==> config.mk <==
export PLATFORM = sky130hd
export DESIGN_NAME = tswd_top
export DESIGN_NICKNAME = d
export VERILOG_FILES = /design/src/inc/tswd_pkg.sv /design/src/rtl/tswd_top.sv /design/src/rtl/tswd_tick.sv
export VERILOG_INCLUDE_DIRS = /design/src /design/src/inc
export SDC_FILE = /design/constraint.sdc
export NUM_CORES = 1
export LEC_CHECK = 0
export BUFFER_PORTS_ARGS = -buffer_cell sky130_fd_sc_hd__buf_2
export CAP_MARGIN = 0
export CORE_UTILIZATION = 39
export CTS_BUF_LIST = sky130_fd_sc_hd__clkbuf_8 sky130_fd_sc_hd__clkbuf_16
export DETAILED_ROUTE_END_ITERATION = 7
export PLACE_DENSITY = 0.6
export SETUP_SLACK_MARGIN = 0.5
export SLEW_MARGIN = 20
export SYNTH_ARGS = -nofsm -noshare
export SYNTH_HDL_FRONTEND = slang
export SYNTH_SLANG_ARGS = --single-unit
==> constraint.sdc <==
create_clock -name mclk -period 2.5 [get_ports mclk]
set_clock_uncertainty 0.2 [all_clocks]
set_input_delay 0.375 -clock mclk [delete_from_list [all_inputs] [get_ports mclk]]
set_output_delay 0.375 -clock mclk [all_outputs]
set_load 0.01 [all_outputs]
==> src/inc/tswd_map.svh <==
// constants of the two-stage watchdog: timing and reset values
`ifndef TSWD_MAP_SVH
`define TSWD_MAP_SVH
`define TSWD_CLK_HZ        40000000
`define TSWD_TICK_MS       250
`define TSWD_TICK_CYC      ((`TSWD_CLK_HZ / 1000) * `TSWD_TICK_MS)
`define TSWD_PERIOD_W      3
`define TSWD_TICK_W        24
`define TSWD_CNT_W         11
// quarter-second ticks per period; the ends are fixed, middle steps chosen
`define TSWD_PER0_TICKS    11'h001
`define TSWD_PER1_TICKS    11'h002
`define TSWD_PER2_TICKS    11'h004
`define TSWD_PER3_TICKS    11'h008
`define TSWD_PER4_TICKS    11'h010
`define TSWD_PER5_TICKS    11'h040
`define TSWD_PER6_TICKS    11'h100
`define TSWD_PER7_TICKS    11'h400
`define TSWD_PERIOD_RST    3'h0
`define TSWD_CAUSE_RST     1'h0
`endif

==> src/inc/tswd_pkg.sv <==
// types of the two-stage watchdog
package tswd_pkg;
	typedef enum logic [3:0] {
		TSWD_OFF   = 4'h1,
		TSWD_STG1  = 4'h2,
		TSWD_STG2  = 4'h4,
		TSWD_DONE  = 4'h8
	} tswd_state_type;

	typedef struct packed {
		logic       enable;
		logic       nmi_en;
		logic       rst_en;
		logic       two_stage;
		logic [2:0] period_sel;
	} tswd_cfg_type;

	typedef struct packed {
		logic nmi;
		logic sys_reset;
		logic stage1_event;
		logic stage2_event;
	} tswd_out_type;
endpackage

==> src/rtl/tswd_top.sv <==
// two-stage watchdog timer core
// What this block does
// - eight selectable timeouts, 0.25 s up to 256 s
// - two-stage mode raises an NMI before any system reset
// - missed strobe gives NMI, reset or both as configured; two-stage mode always gives the NMI
// - status bit set when watchdog caused a reset
// - cause bit cleared at power-up only
// - cause bit kept across ordinary resets, watchdog reset too
// - first and second stage expiries reported as separate events
`timescale 1ns/1ps
`include "tswd_map.svh"
module tswd_top #(
	// cycles per tick; overridable so short runs can reach an expiry
	parameter int unsigned TICK_CYC = `TSWD_TICK_CYC
) (
	input  wire logic                  mclk,
	input  wire logic                  sys_rst,
	input  wire logic                  por,
	input  wire logic                  strobe_pin,
	input  wire tswd_pkg::tswd_cfg_type cfg,
	output tswd_pkg::tswd_out_type     outs,
	output logic                       wd_caused_reset
);
	// strobe arrives from a pin: two-flop sync then edge detect
	logic s1_q;
	logic s2_q;
	logic s3_q;
	logic strobe;
	logic tick;
	tswd_pkg::tswd_state_type st_q;
	tswd_pkg::tswd_state_type st_d;
	logic [`TSWD_CNT_W-1:0]  cnt_q;
	logic [`TSWD_CNT_W-1:0]  cnt_d;
	logic [`TSWD_CNT_W-1:0]  load;
	tswd_pkg::tswd_out_type  o_q;
	tswd_pkg::tswd_out_type  o_d;
	logic                    cause_q;
	logic                    cause_d;
	logic                    expire;

	always_ff @(posedge mclk) begin
		if (sys_rst) begin
			s1_q <= 1'b0;
			s2_q <= 1'b0;
			s3_q <= 1'b0;
		end else begin
			s1_q <= strobe_pin;
			s2_q <= s1_q;
			s3_q <= s2_q;
		end
	end
	assign strobe = s2_q & ~s3_q;

	// period table in quarter-second ticks, 0.25 s up to 256 s
	always_comb begin
		case (cfg.period_sel)
		3'h0: load = `TSWD_PER0_TICKS;
		3'h1: load = `TSWD_PER1_TICKS;
		3'h2: load = `TSWD_PER2_TICKS;
		3'h3: load = `TSWD_PER3_TICKS;
		3'h4: load = `TSWD_PER4_TICKS;
		3'h5: load = `TSWD_PER5_TICKS;
		3'h6: load = `TSWD_PER6_TICKS;
		default: load = `TSWD_PER7_TICKS;
		endcase
	end
	assign expire = tick && (cnt_q == `TSWD_CNT_W'(1));

	tswd_tick #(.TICK_CYC(TICK_CYC)) u_tick (
		.mclk    (mclk),
		.sys_rst (sys_rst),
		.restart (strobe | ~cfg.enable),
		.tick    (tick)
	);

	// countdown and stage sequencing
	always_comb begin
		st_d  = st_q;
		cnt_d = cnt_q;
		o_d   = '0;
		if (!cfg.enable) begin
			st_d  = tswd_pkg::TSWD_OFF;
			cnt_d = load;
		end else if (strobe) begin
			// a strobe cancels any stage not yet reached
			st_d  = tswd_pkg::TSWD_STG1;
			cnt_d = load;
		end else begin
			if (tick && cnt_q != '0) begin
				cnt_d = cnt_q - `TSWD_CNT_W'(1);
			end
			case (st_q)
			tswd_pkg::TSWD_OFF: begin
				st_d  = tswd_pkg::TSWD_STG1;
				cnt_d = load;
			end
			tswd_pkg::TSWD_STG1: begin
				if (expire) begin
					o_d.stage1_event = 1'b1;
					if (cfg.two_stage) begin
						// nmi first, reset waits a second period
						o_d.nmi = 1'b1;
						st_d    = tswd_pkg::TSWD_STG2;
						cnt_d   = load;
					end else begin
						o_d.nmi       = cfg.nmi_en;
						o_d.sys_reset = cfg.rst_en;
						st_d          = tswd_pkg::TSWD_DONE;
					end
				end
			end
			tswd_pkg::TSWD_STG2: begin
				if (expire) begin
					o_d.stage2_event = 1'b1;
					o_d.sys_reset    = cfg.rst_en;
					st_d             = tswd_pkg::TSWD_DONE;
				end
			end
			tswd_pkg::TSWD_DONE: begin
				st_d = tswd_pkg::TSWD_DONE;
			end
			default: begin
				st_d = tswd_pkg::TSWD_OFF;
			end
			endcase
		end
	end

	always_ff @(posedge mclk) begin
		if (sys_rst) begin
			st_q  <= tswd_pkg::TSWD_OFF;
			cnt_q <= '0;
			o_q   <= '0;
		end else begin
			st_q  <= st_d;
			cnt_q <= cnt_d;
			o_q   <= o_d;
		end
	end

	// cause bit: only power-up clears it, sys_rst does not
	always_comb begin
		cause_d = cause_q;
		if (o_q.sys_reset) begin
			cause_d = 1'b1;
		end else if (por) begin
			cause_d = `TSWD_CAUSE_RST;
		end
	end

	always_ff @(posedge mclk) begin
		cause_q <= cause_d;
	end

	assign outs            = o_q;
	assign wd_caused_reset = cause_q;

	property p_reset_sets_cause;
		@(posedge mclk) disable iff (por)
		o_q.sys_reset |=> cause_q;
	endproperty
	a_reset_sets_cause: assert property (p_reset_sets_cause)
		else $error("cause bit not set after watchdog reset");

	property p_por_clears;
		@(posedge mclk) (por && !o_q.sys_reset) |=> !cause_q;
	endproperty
	a_por_clears: assert property (p_por_clears)
		else $error("cause bit not cleared by power-up");

	property p_cause_kept;
		@(posedge mclk) (cause_q && !por) |=> cause_q;
	endproperty
	a_cause_kept: assert property (p_cause_kept)
		else $error("cause bit lost without power-up");

	property p_two_stage_nmi_first;
		@(posedge mclk) disable iff (sys_rst)
		(o_q.stage1_event && cfg.two_stage) |-> !o_q.sys_reset && o_q.nmi;
	endproperty
	a_two_stage_nmi_first: assert property (p_two_stage_nmi_first)
		else $error("two-stage expiry did not give nmi alone");

	property p_stage2_after_stage1;
		@(posedge mclk) disable iff (sys_rst)
		o_q.stage2_event |-> $past(st_q) == tswd_pkg::TSWD_STG2;
	endproperty
	a_stage2_after_stage1: assert property (p_stage2_after_stage1)
		else $error("second stage without first");

	property p_stages_separate;
		@(posedge mclk) disable iff (sys_rst)
		!(o_q.stage1_event && o_q.stage2_event);
	endproperty
	a_stages_separate: assert property (p_stages_separate)
		else $error("both stage events in one cycle");

	property p_two_stage_reset_late;
		@(posedge mclk) disable iff (sys_rst)
		(o_q.sys_reset && $past(cfg.two_stage)) |-> o_q.stage2_event;
	endproperty
	a_two_stage_reset_late: assert property (p_two_stage_reset_late)
		else $error("two-stage reset without second stage");

	property p_strobe_reload;
		@(posedge mclk) disable iff (sys_rst)
		(strobe && cfg.enable) |=> cnt_q == $past(load)
			&& st_q == tswd_pkg::TSWD_STG1;
	endproperty
	a_strobe_reload: assert property (p_strobe_reload)
		else $error("strobe did not restart full period");

	property p_period_range;
		@(posedge mclk) disable iff (sys_rst)
		cnt_q <= `TSWD_CNT_W'(1024);
	endproperty
	a_period_range: assert property (p_period_range)
		else $error("countdown beyond 256 s");

	property p_single_stage;
		@(posedge mclk) disable iff (sys_rst)
		(o_q.stage1_event && !cfg.two_stage && $stable(cfg))
			|-> o_q.sys_reset == cfg.rst_en && o_q.nmi == cfg.nmi_en;
	endproperty
	a_single_stage: assert property (p_single_stage)
		else $error("single-stage action not as configured");
endmodule // tswd_top

==> src/rtl/tswd_tick.sv <==
// quarter-second tick divider for the watchdog
`timescale 1ns/1ps
`include "tswd_map.svh"
module tswd_tick #(
	parameter int unsigned TICK_CYC = `TSWD_TICK_CYC
) (
	input  wire logic mclk,
	input  wire logic sys_rst,
	input  wire logic restart,
	output logic      tick
);
	localparam logic [`TSWD_TICK_W-1:0] TOP =
		`TSWD_TICK_W'(TICK_CYC - 1);
	logic [`TSWD_TICK_W-1:0] cnt_q;
	logic [`TSWD_TICK_W-1:0] cnt_d;
	logic                    tick_q;
	logic                    tick_d;

	// restart realigns so a strobe always grants a full period
	always_comb begin
		cnt_d  = cnt_q + `TSWD_TICK_W'(1);
		tick_d = 1'b0;
		if (restart) begin
			cnt_d = '0;
		end else if (cnt_q == TOP) begin
			cnt_d  = '0;
			tick_d = 1'b1;
		end
	end

	always_ff @(posedge mclk) begin
		if (sys_rst) begin
			cnt_q  <= '0;
			tick_q <= 1'b0;
		end else begin
			cnt_q  <= cnt_d;
			tick_q <= tick_d;
		end
	end
	assign tick = tick_q;
endmodule // tswd_tick

==> summary.txt, run 1 <==
GRT
  • Grt ovf: 0
  • Wire length of the first global-routing pass: 8420 microns
  • Vias in the first global route: 1834
  • Initial antenna violation count: 0
  • Largest net degree at the start of global routing: 24
  • Total global routing track utilization: 17.2%

Synthesis
  • Post-synthesis adder-cell area fraction: 2.13%
  • Avg Inst Size Synth: 8.83 sq um
  • Post-Synthesis Cell Area: 0.00235 sq mm
  • Seq cells post-synth: 48
  • Simple-Gate Fraction of Synth Area: 30.5%
  • Library cells used by synthesis: 49
  • Mux share of post-synthesis cell area: 1.33%
  • Main synth FF type: dfxtp_1
  • FFs w/ async S/R, synth: 0%
  • Synth Area in Compound Gates: 14.9%
  • XOR/XNOR share of the synthesized area: 6.71%
  • Largest family of logic cells by synthesized area: simple AND/OR/NAND/NOR gates
  • Syn Nets: 281
  • Synthesized netlist cell count: 266
  • Sequential area share after synthesis: 40.9%
  • Yosys synthesis warning count: 0
  • EDFF count, synth: 0

Floorplanning
  • Core Area: 0.00564 sq mm
  • Num ports: 16
  • Initial Util: 41.6%
  • Die width: 79.6 microns
  • Die Y: 79.6 microns
  • Die footprint: 0.00634 sq mm
  • Row cnt: 27

Final layout
  • Layout cell share with drive strength beyond 1: 27.4%
  • Final layout net count: 310
  • Syn-to-layout area delta: 20.7%
  • Fin cells: 368
  • Most common cell after layout, fill and taps aside: dfxtp_1
  • Most frequent cells in the layout: dfxtp_1 (37), nor2_1 (26), buf_2 (15)
  • # diodes: 0
  • Fin util: 50.2%
  • Fin area: 0.00283 sq mm

Route
  • Post-route antenna net violation count: 0
  • WL/cell: 14.1 microns
  • Via count: 2048
  • Total wire length: 5210 microns
  • Number of DRC markers in iteration 0: 136
  • DR pass1 iterations: 6
  • DRC Markers: 0
  • Via density: 5.57

Setup path
  • Kind of critical path: flop to flop
  • Critical path fanouts, max: 6
  • Cell count along the critical path: 4
  • Max stage delay cell, worst path: or4_4
  • CP peak stage delay: 0.59 ns
  • CP Cell Sequence: or4_4 -> or4_4 -> a32oi_1 -> a211oi_2
  • Worst Path Arrival: 2.09 ns
  • Top cell family by delay on the critical path: simple AND/OR/NAND/NOR gates
  • CP endpoint kind: flop
  • Crit. Startpoint: cnt_q[4]$_SDFF_PP0_
  • RR Startpoint: cnt_q[4]$_SDFF_PP0_
  • R2R Setup Slk: 0.40 ns
  • Reg2Reg Depth: 4
  • Buf/Inv on CP: 0
  • Startpoint Class: flop
  • Most used cell, CP: or4_4
  • R2R Path End: cnt_q[6]$_SDFF_PP0_
  • Critical path destination: cnt_q[6]$_SDFF_PP0_
  • Critical Path RT: 2.49 ns

Power
  • P per Cell Area: 534 mW/mm^2
  • Leak pwr: 0.953 nW
  • Max VDD drop: 0.000330 V

Placement
  • PortBufs: 15
  • Dpl cells: 349
  • GPL Wtd Cong: 0.798
  • Area after DPL: 0.00251 sq mm
  • Setup WS pre-CTS: 0.266 ns
  • Dpl hpwl: 3450 microns

CTS
  • # H-tree levels: 2
  • Clk root buf: clkbuf_8
  • Clk pin slew, worst setup/hold paths: 0.10 ns
  • TritonCTS clock tree: yes
  • Max Root-Sink Buffers: 2
  • Total CTS buffers: 5
  • Clock latency on the worst-skew pair: 0.31 ns
  • Sink Count: 48
  • Hold_buf cts: 0

Timing
  • Final Hold Vio Count: 0
  • Tmin final: 2.10 ns
  • Worst slew pin tran: 0.430 ns
  • Final WS setup: 0.404 ns
  • Setup Viol. Count Final: 0
  • Max transition margin: 71.3%
  • Period utilization: 83.8%
  • RSZ-0062 raised after global routing: yes
  • Final setup TNS: 0 ns
  • Final slew viol count: 0
  • Fmax: 0.477 GHz

Run
  • Max-cap viol count: 0

Status
  • Result of the run: completed

Hold path
  • Hold WC Path Type: primary input to flop
[worst register-to-register path: cells and delay by family (launching register included)]
family             cells  cell delay [ns]
and+or+nand+nor        2             1.19
DFF                    1             0.34
AOI/OAI and AO/OA      2             0.27
[metrics by stage]
| step | power [mW] | hold slack [ns] |
|---|---|---|
| final | 1.51 | 0.0744 |
| after CTS | 1.52 | 0.0649 |
| after global routing | 1.57 | 0.0832 |
| after floorplan | 0.887 | 0.214 |
| after detailed placement | 0.918 | 0.218 |
| after global placement | 0.918 | 0.213 |
[metal layers]
layer	up-vias	wire length, microns	global-route usage [%]
li1	1048	-	-
met1	959	2550	22.1
met2	33	2420	27.4
met3	8	155	3.77
met4	0	87	7.27
met5	-	0	0
[synthesized netlist by cell type, drive strengths merged, types with 3 or more instances]
cell	n	share of area (%)
xor2	7	2.6
or4	4	1.6
dfxtp	48	41
a32oi	3	1.1
nor2	28	4.5
xnor2	11	4.1
and3	7	1.9
nand2	14	2.2
or3	12	3.2
inv	7	1.1
clkbuf	6	1.3
buf	3	1.2
a211oi	6	1.9
a21oi	12	2.6
nand2b	3	0.80
o21ai	14	3.0
nand4	7	1.9
nor3	5	1.1
nor4	9	3.0
nor2b	5	1.3
and4	4	1.5
or4b	3	1.3
nor4b	3	1.1
a311oi	4	1.5
ha	4	2.1
nand3	13	2.8
[layout make-up]
class                           instances  area (sq um)
Multi-Input combinational cell        202          1400
Inverter                                7          26.3
Fill cell                             517          2810
Sequential cell                        48           980
Clock buffer                            5          68.8
Clock inverter                          3          47.5
Timing Repair Buffer                   31           219
Tap cell                               72          90.1
[repair_timing]
| action | in CTS | in global routing |
|---|---|---|
| pin swaps | 13 | 12 |
| setup buffers | 9 | 2 |
| gates resized for setup | 22 | 13 |
| endpoints found under the hold margin | 0 | 0 |
| setup endpoints to repair | 35 | 41 |
[how the worst min path moves through the flow]
stage	to	cells past startpoint	slack, ns	startpoint
4_1_cts	s1_q$_SDFF_PP0_	2	0.06	strobe_pin
3_3_place_gp	wd_caused_reset$_SDFFE_PP1P_	1	0.21	outs[2]$_SDFF_PP0_
3_5_place_dp	wd_caused_reset$_SDFFE_PP1P_	1	0.22	outs[2]$_SDFF_PP0_
6_report	s1_q$_SDFF_PP0_	2	0.07	strobe_pin
2_1_floorplan	s2_q$_SDFF_PP0_	1	0.21	s1_q$_SDFF_PP0_
5_1_grt	outs[2]$_SDFF_PP0_	3	0.08	cfg[4]
[flip-flops by register name, summed over array words and instances (netlist names)]
register and cells:
wd_caused_reset 1, s1_q 1, s3_q 1, u_tick.cnt_q 24
u_tick.tick 1, s2_q 1, st_q 4, outs 4
cnt_q 11
[cell families (layout without fill, tap and decap cells)]
logic type,count (synthesis),after routing
compound gates,53,53
simple gates,124,124
flops,48,48
mux,3,3
fa+ha+maj,4,4
buf+inv,16,46
xor+xnor,18,18
[report_power, final]
part	leakage, nW	switching (mW)	internal (mW)
registers	0.394	0.0153	0.776
clock network	0.0583	0.285	0.302
logic	0.501	0.0738	0.0619
total	0.953	0.374	1.14
No activity file was read; power rests on OpenSTA's default activity.
==> run 2: changes to the inputs <==
--- a/config.mk
+++ b/config.mk
@@ -11,7 +11,7 @@
 export CORE_UTILIZATION = 39
 export CTS_BUF_LIST = sky130_fd_sc_hd__clkbuf_8 sky130_fd_sc_hd__clkbuf_16
 export DETAILED_ROUTE_END_ITERATION = 7
-export PLACE_DENSITY = 0.6
+export PLACE_DENSITY = 0.62
 export SETUP_SLACK_MARGIN = 0.5
 export SLEW_MARGIN = 20
 export SYNTH_ARGS = -nofsm -noshare
==> constraint.sdc (replaced) <==
create_clock -name mclk -period 1.9 [get_ports mclk]
set_clock_uncertainty 0.2 [all_clocks]
set_input_delay 0.285 -clock mclk [delete_from_list [all_inputs] [get_ports mclk]]
set_output_delay 0.285 -clock mclk [all_outputs]
set_load 0.01 [all_outputs]
==> run 2 against run 1 <==
The flow now finishes with violations (negative setup slack); utilization increased by 9.7 points; die area unchanged; combinational power rose by 88%; non-clock buffer count increased by 37; sequential share of layout area decreased by 5.4 points; register-to-register slack worse by 0.55 ns; clock power rose by 23%; via count increased by 9.8%; sequential power up 30%; maximum frequency increased by 2.7%; largest cell class unchanged.
==> summary.txt, run 2 (same netlist as run 1, synthesis figures left out) <==
Status
  • Result of the run: finished, violations left (was completed)
  • Failing checks: negative setup slack

Timing
  • Final hold slack: 0.0440 ns (was 0.0744 ns)
  • Final setup TNS: -1.31 ns (was 0 ns)
  • Fmax: 0.490 GHz (was 0.477 GHz)
  • Setup Viol. Count Final: 15 (was 0)
  • Final WS setup: -0.142 ns (was 0.404 ns)
  • Period utilization: 107% (was 83.8%)
  • Worst slew pin tran: 0.424 ns (was 0.430 ns)
  • Max transition margin: 71.5% (was 71.3%)
  • Tmin final: 2.04 ns (was 2.10 ns)
  • Final slew viol count: 0 (unchanged)
  • Final Hold Vio Count: 0 (unchanged)
  • RSZ-0062 raised after global routing: yes (unchanged)

Route
  • DRC Markers: 0 (unchanged)
  • Total wire length: 5890 microns (was 5210 microns)
  • Via count: 2249 (was 2048)
  • Post-route antenna net violation count: 0 (unchanged)
  • Via density: 5.55 (was 5.57)
  • Number of DRC markers in iteration 0: 80 (was 136)
  • DR pass1 iterations: 5 (was 6)
  • WL/cell: 14.5 microns (was 14.1 microns)

GRT
  • Wire length of the first global-routing pass: 10000 microns (was 8420 microns)
  • Vias in the first global route: 2161 (was 1834)
  • Largest net degree at the start of global routing: 15 (was 24)
  • Total global routing track utilization: 20.0% (was 17.2%)
  • Grt ovf: 0 (unchanged)
  • Initial antenna violation count: 0 (unchanged)

Final layout
  • Storage cell area: 987 sq um (was 980 sq um)
  • Most frequent cells in the layout: buf_4 (41), dfxtp_1 (33), buf_2 (15) (was dfxtp_1 (37), nor2_1 (26), buf_2 (15))
  • # diodes: 0 (unchanged)
  • Multi-input logic area: 0.00163 sq mm (was 0.00140 sq mm)
  • Final layout net count: 347 (was 310)
  • Most common cell after layout, fill and taps aside: buf_4 (was dfxtp_1)
  • Max FFs per register: 24 (unchanged)
  • Syn-to-layout area delta: 43.9% (was 20.7%)
  • Largest Register: u_tick.cnt_q (unchanged)
  • Layout cell share with drive strength beyond 1: 47.1% (was 27.4%)
  • Regs by FF count: u_tick.cnt_q (24), cnt_q (11) (unchanged)
  • # fillers: 464 (was 517)

Setup path
  • Crit. Startpoint: cnt_q[3]$_SDFF_PP0_ (was cnt_q[4]$_SDFF_PP0_)
  • Startpoint Class: flop (unchanged)
  • CP peak stage delay: 0.60 ns (was 0.59 ns)
  • CP Cell Sequence: or4_4 -> or4_4 -> a32oi_1 -> a211oi_1 (was or4_4 -> or4_4 -> a32oi_1 -> a211oi_2)
  • RR Startpoint: cnt_q[3]$_SDFF_PP0_ (was cnt_q[4]$_SDFF_PP0_)
  • R2R Setup Slk: -0.14 ns (was 0.40 ns)
  • Top cell family by delay on the critical path: simple AND/OR/NAND/NOR gates (unchanged)
  • Critical Path RT: 1.88 ns (was 2.49 ns)
  • Buf/Inv on CP: 0 (unchanged)
  • Critical path fanouts, max: 6 (unchanged)
  • CP endpoint kind: flop (unchanged)
  • Worst Path Arrival: 2.02 ns (was 2.09 ns)
  • Kind of critical path: flop to flop (unchanged)
  • Most used cell, CP: or4_4 (unchanged)
  • Max stage delay cell, worst path: or4_4 (unchanged)

CTS
  • Sink Count: 48 (unchanged)
  • Max Root-Sink Buffers: 2 (unchanged)
  • # H-tree levels: 2 (unchanged)
  • TritonCTS clock tree: yes (unchanged)
  • Clk pin slew, worst setup/hold paths: 0.09 ns (was 0.10 ns)
  • Clock latency on the worst-skew pair: 0.30 ns (was 0.31 ns)
  • Clk root buf: clkbuf_8 (unchanged)
  • Total CTS buffers: 5 (unchanged)

Floorplanning
  • Die width: 79.6 microns (unchanged)
  • Die Y: 79.6 microns (unchanged)
  • Initial Util: 41.6% (unchanged)
  • Num ports: 16 (unchanged)
  • Core Area: 0.00564 sq mm (unchanged)
  • Row cnt: 27 (unchanged)
  • Die footprint: 0.00634 sq mm (unchanged)

Hold path
  • Hold Startpoint: por (was strobe_pin)
  • Hold WC Path Type: primary input to flop (unchanged)

Placement
  • PortBufs: 15 (unchanged)
  • GPL Wtd Cong: 0.836 (was 0.798)
  • Setup WS pre-CTS: -0.210 ns (was 0.266 ns)
  • Dpl hpwl: 3890 microns (was 3450 microns)

Power
  • P per Cell Area: 595 mW/mm^2 (was 534 mW/mm^2)
  • Max VDD drop: 0.000455 V (was 0.000330 V)
  • Leak pwr: 1.17 nW (was 0.953 nW)

Run
  • Max-cap viol count: 0 (unchanged)
[run 2: path summary, 6_finish.rpt]
check                                 end  cells past startpoint
min          wd_caused_reset$_SDFFE_PP1P_                      3
min reg2reg  wd_caused_reset$_SDFFE_PP1P_                      1
max                   cnt_q[6]$_SDFF_PP0_                      4
max reg2reg           cnt_q[6]$_SDFF_PP0_                      4
[run 2: what timing repair did]
action	CTS	global route
cloned	2	0
hold buffers	2	0
resized for setup	51	38
endpoints found under the setup margin	44	44
hold endpoints to repair	2	0
pin swaps	16	7
buffers inserted	8	1
[run 2: area by class of cell]
cell class,count,share of cell area (%)
inverters,7,0.777
multi-input cells,202,48.2
flip-flops and latches,48,29.2
clock buffers,5,2.04
well taps,72,2.67
repair buffers,68,16.0
clock inverters,3,1.15
[run 2: per-stage QoR]
| stage | instance area [sq um] | utilization (%) | instances | power (mW) |
|---|---|---|---|---|
| 6_report | 3380 | 59.9 | 405 | 2.01 |
| 2_1_floorplan | 2440 | - | 266 | 1.18 |
| 3_5_place_dp | 2820 | 50.1 | 384 | 1.25 |
| 3_3_place_gp | 2820 | 50.1 | 384 | 1.25 |
| 4_1_cts | 3230 | 57.3 | 404 | 2.02 |
| 5_1_grt | 3380 | 59.9 | 405 | 2.09 |
[run 2: per-layer routing]
layer  part of all wire [%]  routed length (microns)  GRT usage [%]  up-vias
li1                       -                        -              -     1123
met1                     46                     2700           25.3     1096
met2                     51                     2990           34.3       23
met3                    2.0                      118           3.43        7
met4                    1.3                       79           6.18        0
met5                      0                        0              0        -
[run 2: report_power, final]
part / switching, mW / internal [mW] / leakage (nW)
Clock: 0.338 / 0.386 / 0.0593
Sequential: 0.0114 / 1.02 / 0.396
Combinational: 0.131 / 0.126 / 0.711
[run 2: worst reg2reg max path: stages (launching register included)]
cell,delay (ns)
dfxtp_2,0.33
or4_4,0.53
or4_4,0.60
a32oi_1,0.20
a211oi_1,0.07
==> run 3: changes to the inputs <==
--- a/config.mk
+++ b/config.mk
@@ -9,7 +9,7 @@
 export BUFFER_PORTS_ARGS = -buffer_cell sky130_fd_sc_hd__buf_2
 export CAP_MARGIN = 0
 export CORE_UTILIZATION = 39
-export CTS_BUF_LIST = sky130_fd_sc_hd__clkbuf_8 sky130_fd_sc_hd__clkbuf_16
+export CTS_BUF_LIST = sky130_fd_sc_hd__clkbuf_4 sky130_fd_sc_hd__clkbuf_8
 export DETAILED_ROUTE_END_ITERATION = 7
 export PLACE_DENSITY = 0.62
 export SETUP_SLACK_MARGIN = 0.5
==> run 3 against run 2 <==
Utilization is 0.29 points higher; sequential share of layout area is 0.10 points lower; critical path type unchanged; largest power group unchanged; the run still ends with negative setup slack left; combinational power rose by 2%; routed wire length up 0.66%.
==> summary.txt, run 3 (same netlist as run 1, synthesis figures left out) <==
Route
  • Total wire length: 5930 microns (was 5890 microns)
  • Via count: 2249 (unchanged)
  • Post-route antenna net violation count: 0 (unchanged)
  • Via density: 5.55 (unchanged)
  • WL/cell: 14.6 microns (was 14.5 microns)
  • DR pass1 iterations: 4 (was 5)
  • Number of DRC markers in iteration 0: 71 (was 80)
  • DRC Markers: 0 (unchanged)

Setup path
  • Max stage delay cell, worst path: or4_4 (unchanged)
  • Top cell family by delay on the critical path: simple AND/OR/NAND/NOR gates (unchanged)
  • Startpoint Class: flop (unchanged)
  • Worst Path Arrival: 2.01 ns (was 2.02 ns)
  • R2R Setup Slk: -0.14 ns (about the same)
  • Buf/Inv on CP: 0 (unchanged)
  • CP Cell Sequence: or4_4 -> or4_4 -> a32oi_1 -> a211oi_1 (unchanged)
  • CP endpoint kind: flop (unchanged)
  • Kind of critical path: flop to flop (unchanged)
  • RR Startpoint: cnt_q[3]$_SDFF_PP0_ (unchanged)
  • Critical path fanouts, max: 6 (unchanged)
  • R2R Path End: cnt_q[6]$_SDFF_PP0_ (unchanged)
  • Reg2Reg Depth: 4 (unchanged)
  • CP peak stage delay: 0.60 ns (about the same)
  • Critical Path RT: 1.88 ns (about the same)
  • Most used cell, CP: or4_4 (unchanged)

CTS
  • Clk pin slew, worst setup/hold paths: 0.09 ns (about the same)
  • Clk root buf: clkbuf_8 (unchanged)
  • TritonCTS clock tree: yes (unchanged)
  • Clock latency on the worst-skew pair: 0.30 ns (about the same)
  • Total CTS buffers: 5 (unchanged)
  • Sink Count: 48 (unchanged)
  • # H-tree levels: 2 (unchanged)
  • Max Root-Sink Buffers: 2 (unchanged)

Run
  • Max-cap viol count: 0 (unchanged)

Power
  • P per Cell Area: 599 mW/mm^2 (was 595 mW/mm^2)
  • Leak pwr: 1.17 nW (about the same)
  • Max VDD drop: 0.000457 V (was 0.000455 V)

GRT
  • Grt met2 use: 33.3% (was 34.3%)
  • Grt ovf: 0 (unchanged)
  • Wire length of the first global-routing pass: 9980 microns (was 10000 microns)
  • GRT met3 Usage: 3.43% (unchanged)
  • Routing usage on met1: 25.5% (was 25.3%)
  • Initial antenna violation count: 0 (unchanged)
  • Total global routing track utilization: 19.9% (was 20.0%)
  • Vias in the first global route: 2162 (was 2161)
  • GR peak layer: met2 (unchanged)
  • Largest net degree at the start of global routing: 15 (unchanged)

Timing
  • Worst slew pin tran: 0.408 ns (was 0.424 ns)
  • Period utilization: 107% (about the same)
  • Setup Viol. Count Final: 15 (unchanged)
  • Final hold slack: 0.0441 ns (was 0.0440 ns)
  • RSZ-0062 raised after global routing: yes (unchanged)
  • Final Hold Vio Count: 0 (unchanged)
  • Tmin final: 2.04 ns (about the same)
  • Max transition margin: 72.5% (was 71.5%)
  • Fmax: 0.491 GHz (was 0.490 GHz)
  • Final slew viol count: 0 (unchanged)
  • Final WS setup: -0.135 ns (was -0.142 ns)

Final layout
  • Syn-to-layout area delta: 44.6% (was 43.9%)
  • Fin cells: 405 (unchanged)
  • Max FFs per register: 24 (unchanged)
  • Most common cell after layout, fill and taps aside: buf_4 (unchanged)
  • Largest Register: u_tick.cnt_q (unchanged)
  • # diodes: 0 (unchanged)
  • Final layout net count: 347 (unchanged)
  • Regs by FF count: u_tick.cnt_q (24), cnt_q (11) (unchanged)
  • Most frequent cells in the layout: buf_4 (41), dfxtp_1 (32), buf_2 (15) (was buf_4 (41), dfxtp_1 (33), buf_2 (15))
  • Layout cell share with drive strength beyond 1: 48.3% (was 47.1%)

Status
  • Result of the run: finished, violations left (unchanged)
  • Failing checks: negative setup slack (unchanged)

Hold path
  • Hold Startpoint: cfg[5] (was por)
  • Hold EP: outs[3]$_SDFF_PP0_ (was wd_caused_reset$_SDFFE_PP1P_)
  • Hold Crit Depth: 3 (unchanged)
  • Hold WC Path Type: primary input to flop (unchanged)

Floorplanning
  • Die width: 79.6 microns (unchanged)
  • Die footprint: 0.00634 sq mm (unchanged)
  • Core Area: 0.00564 sq mm (unchanged)
  • Row cnt: 27 (unchanged)
  • Num ports: 16 (unchanged)
  • Initial Util: 41.6% (unchanged)
  • Die Y: 79.6 microns (unchanged)

Placement
  • PortBufs: 15 (unchanged)
  • Dpl cells: 384 (unchanged)
  • GPL Wtd Cong: 0.836 (unchanged)
  • Dpl hpwl: 3890 microns (unchanged)
==> run 3: layer usage <==
layer  part of all wire, %  vias up
met5                     0        -
met1                    46     1097
li1                      -     1122
met2                    51       23
met3                   2.1        7
met4                   1.4        0
==> run 3: layout make-up <==
type	count	area, sq um
fill	472	2250
multi-input combinational	202	1640
sequential	48	988
timing repair buffer	68	539
tap	72	90.1
clock buffer	6	76.3
clock inverter	2	35.0
inverter	7	26.3
==> run 3: how the worst max path moves through the flow <==
stage	start	end	slack [ns]	cells past startpoint
after floorplan	cnt_q[3]$_SDFF_PP0_	cnt_q[3]$_SDFF_PP0_	-0.27	6
after global placement	cnt_q[3]$_SDFF_PP0_	cnt_q[6]$_SDFF_PP0_	-0.17	4
after detailed placement	cnt_q[3]$_SDFF_PP0_	cnt_q[6]$_SDFF_PP0_	-0.21	4
after CTS	cnt_q[3]$_SDFF_PP0_	cnt_q[6]$_SDFF_PP0_	-0.12	4
after global routing	cnt_q[3]$_SDFF_PP0_	st_q[3]$_SDFFE_PP0P_	-0.22	6
final	cnt_q[3]$_SDFF_PP0_	cnt_q[6]$_SDFF_PP0_	-0.14	4
==> run 3: where the power goes <==
part	switching (mW)	internal [mW]
registers	0.0114	1.02
clock network	0.336	0.405
logic	0.134	0.128
total	0.481	1.55
==> run 3: worst reg2reg max path: stages (launching register included) <==
cell      delay (ns)
dfxtp_2         0.33
or4_4           0.53
or4_4           0.60
a32oi_1         0.19
a211oi_1        0.07
==> run 3: repair_timing <==
action / CTS / global route
pin swaps: 15 / 9
hold endpoints to repair: 2 / 0
cloned: 2 / 0
hold buffers: 2 / 0
setup endpoints to repair: 44 / 44
resized for setup: 42 / 50
setup buffers: 8 / 1
==> run 3: per-stage QoR <==
stage | utilization [%] | setup TNS, ns | setup WS, ns | total power [mW] | cell area (sq um)
after global placement | 50.1 | -1.46 | -0.168 | 1.25 | 2820
after global routing | 60.2 | -2.44 | -0.220 | 2.12 | 3400
after CTS | 56.8 | -1.23 | -0.123 | 2.03 | 3210
after detailed placement | 50.1 | -1.66 | -0.210 | 1.25 | 2820
after floorplan | - | -1.71 | -0.268 | 1.18 | 2440
final | 60.2 | -1.34 | -0.135 | 2.03 | 3400
